**config.mk**
```make
export PLATFORM = sky130hd
export DESIGN_NAME = cbem_bank
export DESIGN_NICKNAME = d
export VERILOG_FILES = /design/src/cbem_pkg.sv /design/src/cbem_bank.sv /design/src/cbem_event_bit.sv /design/src/cbem_sticky.sv
export SDC_FILE = /design/constraint.sdc
export NUM_CORES = 1
export LEC_CHECK = 0
export ABC_AREA = 1
export BUFFER_PORTS_ARGS = -buffer_cell sky130_fd_sc_hd__buf_2
export CAP_MARGIN = 10
export CORE_MARGIN = 2
export CORE_UTILIZATION = 53
export CTS_CLUSTER_SIZE = 12
export DETAILED_ROUTE_END_ITERATION = 8
export PLACE_DENSITY = 0.91
export SKIP_CTS_REPAIR_TIMING = 1
export SYNTH_ARGS = -nofsm -noshare
export SYNTH_HDL_FRONTEND = slang
export SYNTH_HIERARCHICAL = 1
export SYNTH_SLANG_ARGS = --single-unit
export TNS_END_PERCENT = 50
```
**constraint.sdc**
```tcl
create_clock -name clk -period 2.2 [get_ports clk]
set_input_delay 0.22 -clock clk [delete_from_list [all_inputs] [get_ports clk]]
set_output_delay 0.22 -clock clk [all_outputs]
set_load 0.03 [all_outputs]
```
**src/cbem_pkg.sv**
```systemverilog
// package: register map, field layout and carrier types of the register bank
package cbem_pkg;
	localparam int unsigned ADDR_W      = 14;
	localparam int unsigned DATA_W      = 8;
	localparam int unsigned SLAVE_SEL_W = 5;
	localparam logic [SLAVE_SEL_W-1:0] SLAVE_ID_DEFAULT = 5'h00;
	localparam int unsigned LOCAL_W     = 9;
	localparam int unsigned NUM_EVT     = 4;
	localparam int unsigned STO_WORDS   = 4;
	localparam int unsigned STAT_WORDS  = 2;

	// local register offsets (word addresses inside one slave)
	localparam logic [LOCAL_W-1:0] OFF_CTRL        = 9'h000;
	localparam logic [LOCAL_W-1:0] OFF_WSTAT0      = 9'h001;
	localparam logic [LOCAL_W-1:0] OFF_WSTAT1      = 9'h002;
	localparam logic [LOCAL_W-1:0] OFF_STO0        = 9'h003;
	localparam logic [LOCAL_W-1:0] OFF_STO3        = 9'h006;
	localparam logic [LOCAL_W-1:0] OFF_EV_STATUS   = 9'h007;
	localparam logic [LOCAL_W-1:0] OFF_EV_PENDING  = 9'h008;
	localparam logic [LOCAL_W-1:0] OFF_EV_ENABLE   = 9'h009;
	localparam logic [LOCAL_W-1:0] OFF_IRQ_STATUS  = 9'h00a;
	localparam logic [LOCAL_W-1:0] OFF_IRQ_MASK    = 9'h00b;

	// event source kinds, one per bit position
	localparam logic [1:0] EVK_PULSE      = 2'h0;
	localparam logic [1:0] EVK_COMPLETION = 2'h1;
	localparam logic [1:0] EVK_LEVEL      = 2'h2;
	localparam logic [2*NUM_EVT-1:0] EVT_KINDS = 8'h94; // bits3..0: level,completion,completion,pulse

	// bank interrupt status bits
	localparam int unsigned IRQB_CTRL_WR = 0;
	localparam int unsigned IRQB_STO_UPD = 1;
	localparam int unsigned IRQB_EVT     = 2;
	localparam int unsigned IRQ_W        = 3;

	// reset values
	localparam logic [DATA_W-1:0]           CTRL_RST   = 8'h00;
	localparam logic [DATA_W*STO_WORDS-1:0] STO_RST    = 32'h00000000;
	localparam logic [NUM_EVT-1:0]          ENABLE_RST = 4'h0;
	localparam logic [IRQ_W-1:0]            MASK_RST   = 3'h0;

	typedef struct packed {
		logic [ADDR_W-1:0] addr;
		logic [DATA_W-1:0] wdata;
		logic              we;
		logic              rden;
	} cbem_req_s;

	typedef enum logic [1:0] {
		CBEM_IDLE = 2'b00,
		CBEM_SHADOWED = 2'b01
	} cbem_atom_e;
endpackage : cbem_pkg

```
**src/cbem_bank.sv**
```systemverilog
// register bank with basic, wide status and wide storage registers and an event controller
//
// Decided for this implementation: the strobed register port and the register offsets.
`timescale 1ns/100ps
`default_nettype none
// Summary of operation
// - five-bit slave select, 32 distinct slaves
// - every bus data word is 8 bits
// - basic register fits one word, atomic
// - one-cycle write strobe after bus write
// - wide status split over consecutive addresses
// - atomic storage: shadow, commit on last word
// - storage bus read/write, optional design write
// - pulse source sets event, held until cleared
// - completion source sets on falling edge only
// - level source follows trigger directly
// - evt_irq high when pending and enabled
// - one bit position per event source
// - status shows trigger, zero for pulse
// - write one clears pending, zero keeps
// - enable register readable, writable, gates interrupt
module cbem_bank #(
	parameter logic [cbem_pkg::SLAVE_SEL_W-1:0] SLAVE_ID = cbem_pkg::SLAVE_ID_DEFAULT,
	parameter bit                               ATOMIC_WR = 1'b1
) (
	// clock and reset
	input  wire logic                                        clk,
	input  wire logic                                        rst_n,
	// register bus
	input  wire logic [cbem_pkg::ADDR_W-1:0]                 bus_addr,
	input  wire logic [cbem_pkg::DATA_W-1:0]                 bus_wdata,
	input  wire logic                                        bus_we,
	input  wire logic                                        bus_rden,
	output logic      [cbem_pkg::DATA_W-1:0]                 bus_rdata,
	// basic register to the user design
	output logic      [cbem_pkg::DATA_W-1:0]                 ctrl_value,
	output logic                                             write_strobe,
	input  wire logic [cbem_pkg::DATA_W-1:0]                 ctrl_read_value,
	// wide status register from the user design
	input  wire logic [cbem_pkg::DATA_W*cbem_pkg::STAT_WORDS-1:0] wide_status_value,
	// wide storage register
	output logic      [cbem_pkg::DATA_W*cbem_pkg::STO_WORDS-1:0]  wide_storage_value,
	input  wire logic [cbem_pkg::DATA_W*cbem_pkg::STO_WORDS-1:0]  storage_design_data,
	input  wire logic                                        storage_design_we,
	// event triggers and interrupts
	input  wire logic [cbem_pkg::NUM_EVT-1:0]                evt_trigger,
	output logic                                             evt_irq,
	output logic                                             irq
);
	localparam int unsigned DW = cbem_pkg::DATA_W;
	localparam int unsigned NE = cbem_pkg::NUM_EVT;
	localparam int unsigned SW = cbem_pkg::STO_WORDS;

	cbem_pkg::cbem_req_s req;
	logic                  sel;
	logic [cbem_pkg::LOCAL_W-1:0] loc;
	logic                  wr;
	logic                  rd;
	logic [DW-1:0]         ctrl_r;
	logic                  strobe_r;
	logic [DW*SW-1:0]      sto_r;
	logic [DW*SW-1:0]      shadow_r;
	logic                  sto_upd_r;
	cbem_pkg::cbem_atom_e  atom_r;
	logic [NE-1:0]         ev_enable_r;
	logic [NE-1:0]         ev_status;
	logic [NE-1:0]         ev_pending;
	logic [NE-1:0]         ev_clear;
	logic [cbem_pkg::IRQ_W-1:0] irq_mask_r;
	logic [cbem_pkg::IRQ_W-1:0] irq_stat;
	logic [cbem_pkg::IRQ_W-1:0] irq_set;
	logic                  irq_clr;
	logic                  sto_wr_hit;
	logic [1:0]            sto_idx;
	logic                  sto_last;
	logic [DW-1:0]         rdata_nxt;
	logic [DW-1:0]         rdata_r;
	logic                  evt_irq_prev_r;

	// bus decode: top five address bits pick one of 32 slaves
	assign req.addr  = bus_addr;
	assign req.wdata = bus_wdata;
	assign req.we    = bus_we;
	assign req.rden  = bus_rden;
	assign sel = (req.addr[cbem_pkg::ADDR_W-1 -: cbem_pkg::SLAVE_SEL_W] == SLAVE_ID);
	assign loc = req.addr[cbem_pkg::LOCAL_W-1:0];
	assign wr  = sel & req.we;
	assign rd  = sel & req.rden;

	// storage word decode
	assign sto_wr_hit = wr & (loc >= cbem_pkg::OFF_STO0) & (loc <= cbem_pkg::OFF_STO3);
	assign sto_idx    = 2'(loc - cbem_pkg::OFF_STO0);
	assign sto_last   = (loc == cbem_pkg::OFF_STO3);

	// event controller bits
	genvar gi;
	generate
		for (gi = 0; gi < NE; gi++)
		begin : g_evt
			cbem_event_bit #(
				.KIND (cbem_pkg::EVT_KINDS[2*gi +: 2])
			) u_evt (
				.clk     (clk),
				.rst_n   (rst_n),
				.trigger (evt_trigger[gi]),
				.clear   (ev_clear[gi]),
				.status  (ev_status[gi]),
				.pending (ev_pending[gi])
			);
		end
	endgenerate

	// write-one-to-clear on pending; zeros leave bits alone
	assign ev_clear = (wr && loc == cbem_pkg::OFF_EV_PENDING) ? req.wdata[NE-1:0] : '0;
	assign evt_irq  = |(ev_pending & ev_enable_r);

	// bank-level sticky interrupt status, cleared by reading it
	assign irq_set[cbem_pkg::IRQB_CTRL_WR] = strobe_r;
	assign irq_set[cbem_pkg::IRQB_STO_UPD] = sto_upd_r;
	assign irq_set[cbem_pkg::IRQB_EVT]     = evt_irq & ~evt_irq_prev_r;
	assign irq_clr = rd && loc == cbem_pkg::OFF_IRQ_STATUS;
	generate
		for (gi = 0; gi < int'(cbem_pkg::IRQ_W); gi++)
		begin : g_irq
			cbem_sticky u_sticky (
				.clk    (clk),
				.rst_n  (rst_n),
				.set    (irq_set[gi]),
				.clear  (irq_clr),
				.flag_r (irq_stat[gi])
			);
		end
	endgenerate
	assign irq = |(irq_stat & irq_mask_r);

	// read mux; unmapped addresses and other slaves read zero
	always_comb
	begin
		rdata_nxt = '0;
		if (rd)
		begin
			unique case (loc)
				cbem_pkg::OFF_CTRL:       rdata_nxt = ctrl_read_value;
				cbem_pkg::OFF_WSTAT0:     rdata_nxt = wide_status_value[DW-1:0];
				cbem_pkg::OFF_WSTAT1:     rdata_nxt = wide_status_value[2*DW-1:DW];
				cbem_pkg::OFF_EV_STATUS:  rdata_nxt = DW'(ev_status);
				cbem_pkg::OFF_EV_PENDING: rdata_nxt = DW'(ev_pending);
				cbem_pkg::OFF_EV_ENABLE:  rdata_nxt = DW'(ev_enable_r);
				cbem_pkg::OFF_IRQ_STATUS: rdata_nxt = DW'(irq_stat);
				cbem_pkg::OFF_IRQ_MASK:   rdata_nxt = DW'(irq_mask_r);
				default:
				begin
					if (loc >= cbem_pkg::OFF_STO0 && loc <= cbem_pkg::OFF_STO3)
						rdata_nxt = sto_r[DW*sto_idx +: DW];
				end
			endcase
		end
	end

	// basic register: value held, strobe one cycle after the bus write
	always_ff @(posedge clk)
	begin
		if (!rst_n)
		begin
			ctrl_r   <= cbem_pkg::CTRL_RST;
			strobe_r <= 1'b0;
		end
		else
		begin
			strobe_r <= wr && loc == cbem_pkg::OFF_CTRL;
			if (wr && loc == cbem_pkg::OFF_CTRL)
				ctrl_r <= req.wdata;
		end
	end
	assign ctrl_value   = ctrl_r;
	assign write_strobe = strobe_r;

	// storage register: shadow words then commit; design write has priority
	// over the bus, so a bus storage write in the same cycle is dropped
	always_ff @(posedge clk)
	begin
		if (!rst_n)
		begin
			sto_r     <= cbem_pkg::STO_RST;
			shadow_r  <= cbem_pkg::STO_RST;
			sto_upd_r <= 1'b0;
			atom_r    <= cbem_pkg::CBEM_IDLE;
		end
		else
		begin
			sto_upd_r <= 1'b0;
			if (storage_design_we)
				sto_r <= storage_design_data;
			else if (sto_wr_hit)
			begin
				if (!ATOMIC_WR)
				begin
					sto_r[DW*sto_idx +: DW] <= req.wdata;
					sto_upd_r <= 1'b1;
				end
				else if (sto_last)
				begin
					sto_r     <= {req.wdata, shadow_r[DW*(SW-1)-1:0]};
					sto_upd_r <= 1'b1;
					atom_r    <= cbem_pkg::CBEM_IDLE;
				end
				else
				begin
					shadow_r[DW*sto_idx +: DW] <= req.wdata;
					atom_r <= cbem_pkg::CBEM_SHADOWED;
				end
			end
		end
	end
	assign wide_storage_value = sto_r;

	// enables, masks and read data register
	always_ff @(posedge clk)
	begin
		if (!rst_n)
		begin
			ev_enable_r    <= cbem_pkg::ENABLE_RST;
			irq_mask_r     <= cbem_pkg::MASK_RST;
			rdata_r        <= '0;
			evt_irq_prev_r <= 1'b0;
		end
		else
		begin
			rdata_r        <= rdata_nxt;
			evt_irq_prev_r <= evt_irq;
			if (wr && loc == cbem_pkg::OFF_EV_ENABLE)
				ev_enable_r <= req.wdata[NE-1:0];
			if (wr && loc == cbem_pkg::OFF_IRQ_MASK)
				irq_mask_r <= req.wdata[cbem_pkg::IRQ_W-1:0];
		end
	end
	assign bus_rdata = rdata_r;

	// checks
	property p_strobe;
		@(posedge clk) disable iff (!rst_n)
		(wr && loc == cbem_pkg::OFF_CTRL) |=> (write_strobe && ctrl_value == $past(bus_wdata))
			##1 (!write_strobe || $past(wr && loc == cbem_pkg::OFF_CTRL));
	endproperty
	a_strobe: assert property (p_strobe) else $error("write strobe wrong");

	property p_irq;
		@(posedge clk) disable iff (!rst_n)
		(ev_enable_r == '0 |-> !evt_irq) and (evt_trigger[NE-1] && ev_enable_r[NE-1] |-> evt_irq);
	endproperty
	a_irq: assert property (p_irq) else $error("event irq mismatch");

	property p_status_pulse;
		@(posedge clk) disable iff (!rst_n)
		ev_status[0] == 1'b0 && ev_status[NE-1] == evt_trigger[NE-1];
	endproperty
	a_status_pulse: assert property (p_status_pulse) else $error("status wrong");

	property p_pulse_hold;
		@(posedge clk) disable iff (!rst_n)
		evt_trigger[0] |=> ev_pending[0];
	endproperty
	a_pulse_hold: assert property (p_pulse_hold) else $error("pulse event lost");

	property p_fall;
		@(posedge clk) disable iff (!rst_n)
		$fell(evt_trigger[2]) |=> ev_pending[2];
	endproperty
	a_fall: assert property (p_fall) else $error("second completion event missed");

	property p_fall_set;
		@(posedge clk) disable iff (!rst_n)
		$fell(evt_trigger[1]) |=> ev_pending[1];
	endproperty
	a_fall_set: assert property (p_fall_set) else $error("completion event missed");

	property p_rise_none;
		@(posedge clk) disable iff (!rst_n)
		(!ev_pending[1] && !$fell(evt_trigger[1])) |=> !ev_pending[1];
	endproperty
	a_rise_none: assert property (p_rise_none) else $error("completion set wrongly");

	property p_clear;
		@(posedge clk) disable iff (!rst_n)
		(ev_clear[0] && !evt_trigger[0]) |=> !ev_pending[0];
	endproperty
	a_clear: assert property (p_clear) else $error("pending not cleared");

	property p_atomic;
		@(posedge clk) disable iff (!rst_n)
		(ATOMIC_WR && sto_wr_hit && !sto_last && !storage_design_we) |=> $stable(wide_storage_value);
	endproperty
	a_atomic: assert property (p_atomic) else $error("storage changed before commit");

	property p_rdata;
		@(posedge clk) disable iff (!rst_n)
		(rd && loc == cbem_pkg::OFF_CTRL) |=> bus_rdata == $past(ctrl_read_value);
	endproperty
	a_rdata: assert property (p_rdata) else $error("read data wrong");

	// a write meant for another slave must leave this bank untouched
	property p_other_slave;
		@(posedge clk) disable iff (!rst_n)
		(bus_we && !sel) |=> !write_strobe;
	endproperty
	a_other_slave: assert property (p_other_slave) else $error("strobe on foreign write");

	property p_rdata_idle;
		@(posedge clk) disable iff (!rst_n)
		!rd |=> bus_rdata == '0;
	endproperty
	a_rdata_idle: assert property (p_rdata_idle) else $error("read data not idle");

	property p_race;
		@(posedge clk) disable iff (!rst_n)
		(ev_clear[0] && evt_trigger[0]) |=> ev_pending[0];
	endproperty
	a_race: assert property (p_race) else $error("event lost to clear");

	property p_commit;
		@(posedge clk) disable iff (!rst_n)
		(ATOMIC_WR && sto_wr_hit && sto_last && !storage_design_we) |=> wide_storage_value[DW*SW-1 -: DW] == $past(bus_wdata);
	endproperty
	a_commit: assert property (p_commit) else $error("storage commit wrong");

	property p_w1c_zero;
		@(posedge clk) disable iff (!rst_n)
		(wr && loc == cbem_pkg::OFF_EV_PENDING && !req.wdata[1] && ev_pending[1]) |=> ev_pending[1];
	endproperty
	a_w1c_zero: assert property (p_w1c_zero) else $error("zero write cleared event");

	property p_pend_hold;
		@(posedge clk) disable iff (!rst_n)
		(ev_pending[0] && !ev_clear[0]) |=> ev_pending[0];
	endproperty
	a_pend_hold: assert property (p_pend_hold) else $error("pulse event dropped");

	c_commit: cover property (@(posedge clk) disable iff (!rst_n) sto_wr_hit && sto_last);
	c_irq:    cover property (@(posedge clk) disable iff (!rst_n) evt_irq);
	c_race:   cover property (@(posedge clk) disable iff (!rst_n) ev_clear[0] && evt_trigger[0]);
	c_shadow: cover property (@(posedge clk) disable iff (!rst_n) atom_r == cbem_pkg::CBEM_SHADOWED && sto_last);
endmodule : cbem_bank
`default_nettype wire

```
**src/cbem_event_bit.sv**
```systemverilog
// one event source: trigger detection and pending flag
`timescale 1ns/100ps
`default_nettype none
module cbem_event_bit #(
	parameter logic [1:0] KIND = 2'h0
) (
	// clock and reset
	input  wire logic clk,
	input  wire logic rst_n,
	// trigger and software clear
	input  wire logic trigger,
	input  wire logic clear,
	// state
	output logic      status,
	output logic      pending
);
	logic trig_prev_r;
	logic pend_r;
	logic set_evt;

	// completion sources fire on a falling edge only, pulse sources on high
	assign set_evt = (KIND == cbem_pkg::EVK_PULSE)      ? trigger :
	                 (KIND == cbem_pkg::EVK_COMPLETION) ? (trig_prev_r & ~trigger) : 1'b0;
	assign status  = (KIND == cbem_pkg::EVK_PULSE) ? 1'b0 : trigger;
	// level sources bypass the flag entirely
	assign pending = (KIND == cbem_pkg::EVK_LEVEL) ? trigger : pend_r;

	// set beats clear so an event in the clearing cycle survives
	always_ff @(posedge clk)
	begin
		if (!rst_n)
		begin
			trig_prev_r <= 1'b0;
			pend_r      <= 1'b0;
		end
		else
		begin
			trig_prev_r <= trigger;
			pend_r      <= set_evt | (pend_r & ~clear);
		end
	end
endmodule : cbem_event_bit
`default_nettype wire

```
**src/cbem_sticky.sv**
```systemverilog
// sticky status bit, set by hardware, cleared on read
`timescale 1ns/100ps
`default_nettype none
module cbem_sticky (
	// clock and reset
	input  wire logic clk,
	input  wire logic rst_n,
	// set and clear
	input  wire logic set,
	input  wire logic clear,
	// flag
	output logic      flag_r
);
	// set wins over the read that clears
	always_ff @(posedge clk)
	begin
		if (!rst_n)
			flag_r <= 1'b0;
		else
			flag_r <= set | (flag_r & ~clear);
	end
endmodule : cbem_sticky
`default_nettype wire

```
### After elaboration in Yosys (flattened, before gate mapping)

Cells that the tools add are included.

* logic and storage cells: 88
* output and inout port bits: 51
* input port bits: 87
* memory bits (writable): 0
* memories kept: 0
* bits in latches: 0
* bits in read-only memories: 0
* register bits: 98

* equal/unequal tests: 8
* order comparisons: 2
* div/mod/pow operators: 0
* add/sub/neg operators: 2
* reductions and logical operators: 16
* $mul: 0
* mux-type cells: 8
* bitwise logic cells: 32
* shift-type cells: 3

Operators with widths (number)
* $mux W32: 3
* $pmux W8 S8: 1
* $eq A9 B4 Y1 const B: 4
* $neg A5 Y34: 1
* $shift A8 B34 Y32 const A: 1
* $shiftx A8 B34 Y32: 1
* $bwmux W32: 1
* $shiftx A32 B6 Y8: 1
* $eq A9 B3 Y1 const B: 2
* $and A1 B1 Y1: 13
* $not A1 Y1: 11
* $eq A9 B1 Y1 const B: 1
* $eq A9 B2 Y1 const B: 1
* $ge A9 B2 Y1 const B: 1
* $le A9 B3 Y1 const B: 1
* $logic_not A9 Y1: 1
* $mux W8: 1
* $logic_and A1 B1 Y1: 6
* $or A1 B1 Y1: 6
* $reduce_or A3 Y1: 2
* $logic_not A5 Y1: 1
* $and A4 B4 Y4: 1
* $reduce_and A2 Y1: 2
* $reduce_bool A2 Y1: 2
* 6 further kinds: 6

### Longest topological paths before layout

* word-level depth: 7
* depth in mapped cells: 15
* mapped depth without buffers: 12

### Modules after synthesis

The synthesis kept the hierarchy.

Modules (own cells, without submodules)
* cbem_bank: times used 1, area an instance 4672.0 um2, cells an instance 752, sequential area each 1641.6 um2
* cbem_event_bit at g_evt[1].u_evt ...: times used 2, area an instance 82.6 um2, cells an instance 11, sequential area each 40.0 um2
* cbem_sticky: times used 3, area an instance 43.8 um2, cells an instance 6, sequential area each 20.0 um2
* cbem_event_bit at g_evt[0].u_evt: times used 1, area an instance 55.1 um2, cells an instance 8, sequential area each 20.0 um2
* cbem_event_bit at g_evt[3].u_evt: times used 1, area an instance 15.0 um2, cells an instance 2, sequential area each 0.0 um2

### Least setup slack after synthesis

OpenSTA, ideal clock, no wires.

* path kind: input -> register
* start point: input port bus_addr[0] (netlist name)
* end point: register shadow_r[5]
* buffers on the path: 3
* arrival: 1807 ps
* stages: 10
* library setup time: 64 ps
* slack: 329 ps
* required time: 2136 ps
* cell sequence: buf_2 > inv_1 > buf_2 > ha_1 > buf_2 > nor3_1 > inv_1 > nor2_1 > nor2_1 > nor2_1

* longest elaborated chain between the ends: 4
* elaborated cells on any way between the ends: 12
* those cells by class: 2 x add/sub; 2 x order compare; 1 x eq/ne; 2 x shift; 1 x mux; 3 x bitwise; 1 x reduce/logical

Ends and longest elaborated chain
* start: declaration: RTL line cbem_bank.sv:30 `input wire logic [cbem_pkg::ADDR_W-1:0] bus_addr,`
* $sub A2 B2 Y2 or $ge A9 B2 Y1 (tied branches): RTL line cbem_bank.sv:92, cbem_bank.sv:91
* $neg A5 Y34 or $and A1 B1 Y1 (tied branches): RTL line cbem_bank.sv:209, cbem_bank.sv:91
* $shiftx A8 B34 Y32 (tied with other cells): RTL line cbem_bank.sv:209 `shadow_r[DW*sto_idx +: DW] <= req.wdata;`
* $bwmux W32 or $reduce_and A3 Y1 (tied branches)
* end signal: assignment: RTL line cbem_bank.sv:185 `shadow_r <= cbem_pkg::STO_RST;`
* end signal: indexed assignment: RTL line cbem_bank.sv:209
* end: declaration: RTL line cbem_bank.sv:62 `logic [DW*SW-1:0] shadow_r;`

Several ways; a longest one is shown, not always the timed one.
A chain may end at the register's enable or synchronous reset.

### Worst setup path in the final report

* start point: input port bus_addr[0] (netlist name)
* end point: register shadow_r[15]

Same word-level chain as after synthesis.

==> summary.md <==
| Metric | Value |
|---|---|
| GR Util met1 | 0.4114 |
| GR Layer Usage met3 | 0.06211 |
| Pin count of the biggest net entering global routing | 45 |
| Multi-input combinational cell area | between 2000 and 3000 um2 |
| Number of max-cap violations | 0 |
| Total wirelength of the detailed-routed design | between 15000 and 20000 um |
| Synthesized cell area | 5035 um2 |
| Final period util | 0.7593 |
| Cell with the largest stage delay on the worst path | sky130_fd_sc_hd__ha_1 |
| First DRT Iteration DRCs | around 550 |
| Relative contribution of the clock network to total power | 0.328 |
| Cell internal pwr | between 2 and 2.5 mW |
| Fillcell total | between 800 and 900 |
| Mean area per synthesized cell | around 6.3 um2 |
| I/O pins | 138 |
| Setup crit end kind | flip-flop |
| Startpoint types | input port |
| Number of nets in the finished design | 1011 |
| Clock Sinks | 90 |
| Initial antenna violation count | 0 |
| Worst Hold Slack | ~74 ps |
| Number of max-slew violations in the final report | 0 |
| Storage element area | around 1800 um2 |
| Via count of the first global-routing pass | roughly 5000 |
| Pre-Repair DR Iteration Count | 6 |
| Placed standard-cell area | 5761 um2 |
| Clock transition at the registers of the reported paths | 90 ps |
| Switching share of power | 0.2894 |
| Critical path class | input port to flip-flop |
| Relative max-transition margin | 0.6026 |
| Post-route standard cell area excluding fillers | roughly 6000 um2 |
| Post-layout min period | approximately 1700 ps |
| Hold Path Class | input port to flip-flop |
| Final Wtd Congestion | 0.9620 |
| Relative area change from synthesis to final layout | 17.99% |
| Clock tree from TritonCTS | built |
| Horizontal die dimension | approximately 100 um |
| Sequential share of power | 0.521 |
| Die span in y | 101.5 um |
| Most congested layer reported by global routing | met2 |
| Wire length of the first global-routing pass | 24030 um |
| Number of nets produced by synthesis | 893 |
| Largest fanout on the critical path | 19 |
| RSZ-0062 raised after global routing | no |
| Congestion Overflow GR | 0 |
| Count of synthesis-stage warnings from yosys | 6 |
| Die area | 10300 um2 |
| Maximum buffer depth of the clock tree | 2 |
| Antenna-violating nets left | 0 |
| Detailed placer's ending HPWL | 11340 um |
| Pwr dens | 541.0 nW/um2 |
| Required time at the endpoint of the critical path | 2490 ps |
| Setup violators final | 0 |
| Final hold violation count | 0 |
| Worst setup slack after layout | 529.5 ps |
| Setup TNS | 0 ps |
| Cell chosen for the clock root | sky130_fd_sc_hd__clkbuf_8 |
| Number of core rows | 35 |
| H-tree Lvls | 3 |
| Leakage power of the design | between 3 and 4 nW |
| Routed vias/inst | around 5.4 |
| Worst path max stage delay | 550 ps |
| Total number of vias | 5714 |
| Instance count of the mapped netlist | 801 |
| Maximum clock frequency | 598.6 MHz |
| Final clock skew | 9.118 ps |
| Outcome | complete, no violations |
| Total routing resource utilization after global routing | 0.2975 |
| M2 GR Usage | 0.4554 |
| Combinational group share of total power | 0.151 |
| Crit path max-delay family | simple AND/OR/NAND/NOR gates |
| Detailed-route DRC error count | 0 |
| Worst-path cell chain | buf_2 > inv_1 > ha_1 > nor2_1 > inv_1 > nor3_1 > nor2_1 > nor2_1 |
| Core outline area | 9240 um2 |
| Critical path arrival | 1960 ps |
| Effective utilization at floorplan | 0.5449 |
| Number of buffers created by CTS | 9 |
| Post-placement setup slack | between 200 and 300 ps |
| Most frequent CP cell | sky130_fd_sc_hd__nor2_1 |
| Actual slew at the worst max-slew pin | ~600 ps |
| Highest ir drop seen on vdd | 0.3398 mV |
| Net Sw Power | 0.9302 mW |
| Final core utilization | 0.6429 |
| Antenna Cells | 0 |
| Average wire length per cell after detail routing | ~14 um |
| Later-pin clock latency in the skew report | ~360 ps |
| Buffers & Inverters on Critical Path | 3 |
| PortBufs | 137 |
| Layout cells sized above 1 | 0.2178 |
## area by class of cell
cell class	instances	area share
multi-input combinational	593	0.4589
tap	129	0.02717
timing repair buffer	151	0.1331
clock inverter	3	0.004212
inverter	74	0.04718
sequential	90	0.3033
clock buffer	12	0.02612
## power by group through the flow
stage / logic, mW / clock network (mW) / registers [mW]
after CTS: 0.476 / 1.05 / 1.67
after global placement: 0.468 / 0 / 1.71
after global routing: 0.533 / 1.12 / 1.68
after floorplan: 0.253 / 0 / 1.75
after detailed placement: 0.474 / 0 / 1.71
final: 0.487 / 1.05 / 1.67
## state kept, by name, summed over array words and instances, names as in the netlist
signal / cells
sto_upd_r: 1
g_evt.u_evt/trig_prev_r: 2
write_strobe: 1
wide_storage_value: 32
evt_irq_prev_r: 1
ctrl_value: 8
ev_enable_r: 4
g_evt.u_evt/pending: 3
shadow_r: 24
bus_rdata: 8
irq_mask_r: 3
g_irq.u_sticky/flag_r: 3
## final timing paths
check / start / end / slack [ps] / cells past startpoint
worst max register to register: wide_storage_value[5] / bus_rdata[5] / 1030 / 8
worst min register to register: sto_upd_r / g_irq[1].u_sticky/flag_r / 440 / 2
worst min-delay path: evt_trigger[2] / g_evt[2].u_evt/trig_prev_r / 70 / 3
worst max-delay path: bus_addr[0] / shadow_r[15] / 530 / 8
## per-stage QoR
stage          cells  power [mW]
6_report        1052       3.214
5_1_grt         1052       3.331
2_1_floorplan    801       2.001
3_5_place_dp    1037       2.185
4_1_cts         1052       3.198
3_3_place_gp    1037       2.179
## tightest hold or removal path, delay by kind of cell
family | cells | cell delay, ps
buffers and inverters | 2 | 140
AND/OR/NAND/NOR | 1 | 50
## layer usage
layer  vias to the layer above  wire length [um]
met1                      2529              6525
met5                         -                 0
met4                         0               374
met3                        32              1572
li1                       2806                 -
met2                       347              6741
## cells in the final DEF, fill, tap and decap left out, types with 2 or more instances in the layout
| cell | instances |
|---|---|
| sky130_fd_sc_hd__nand2_1 | 214 |
| sky130_fd_sc_hd__buf_2 | 137 |
| sky130_fd_sc_hd__nand3_1 | 116 |
| sky130_fd_sc_hd__nor2_1 | 101 |
| sky130_fd_sc_hd__dfxtp_1 | 90 |
| sky130_fd_sc_hd__inv_1 | 66 |
| sky130_fd_sc_hd__a21oi_1 | 66 |
| sky130_fd_sc_hd__o21ai_0 | 50 |
| sky130_fd_sc_hd__buf_4 | 14 |
| sky130_fd_sc_hd__clkbuf_8 | 11 |
| sky130_fd_sc_hd__nor2_2 | 7 |
| sky130_fd_sc_hd__inv_2 | 7 |
| sky130_fd_sc_hd__nor3_1 | 7 |
| sky130_fd_sc_hd__a21oi_2 | 6 |
| sky130_fd_sc_hd__nand2_2 | 5 |
| sky130_fd_sc_hd__ha_1 | 5 |
| sky130_fd_sc_hd__nand3_2 | 3 |
| sky130_fd_sc_hd__a22o_1 | 2 |
| sky130_fd_sc_hd__nor2_4 | 2 |
| sky130_fd_sc_hd__nor3_2 | 2 |
| sky130_fd_sc_hd__clkinv_4 | 2 |
Power figures use the tool's default switching activity.
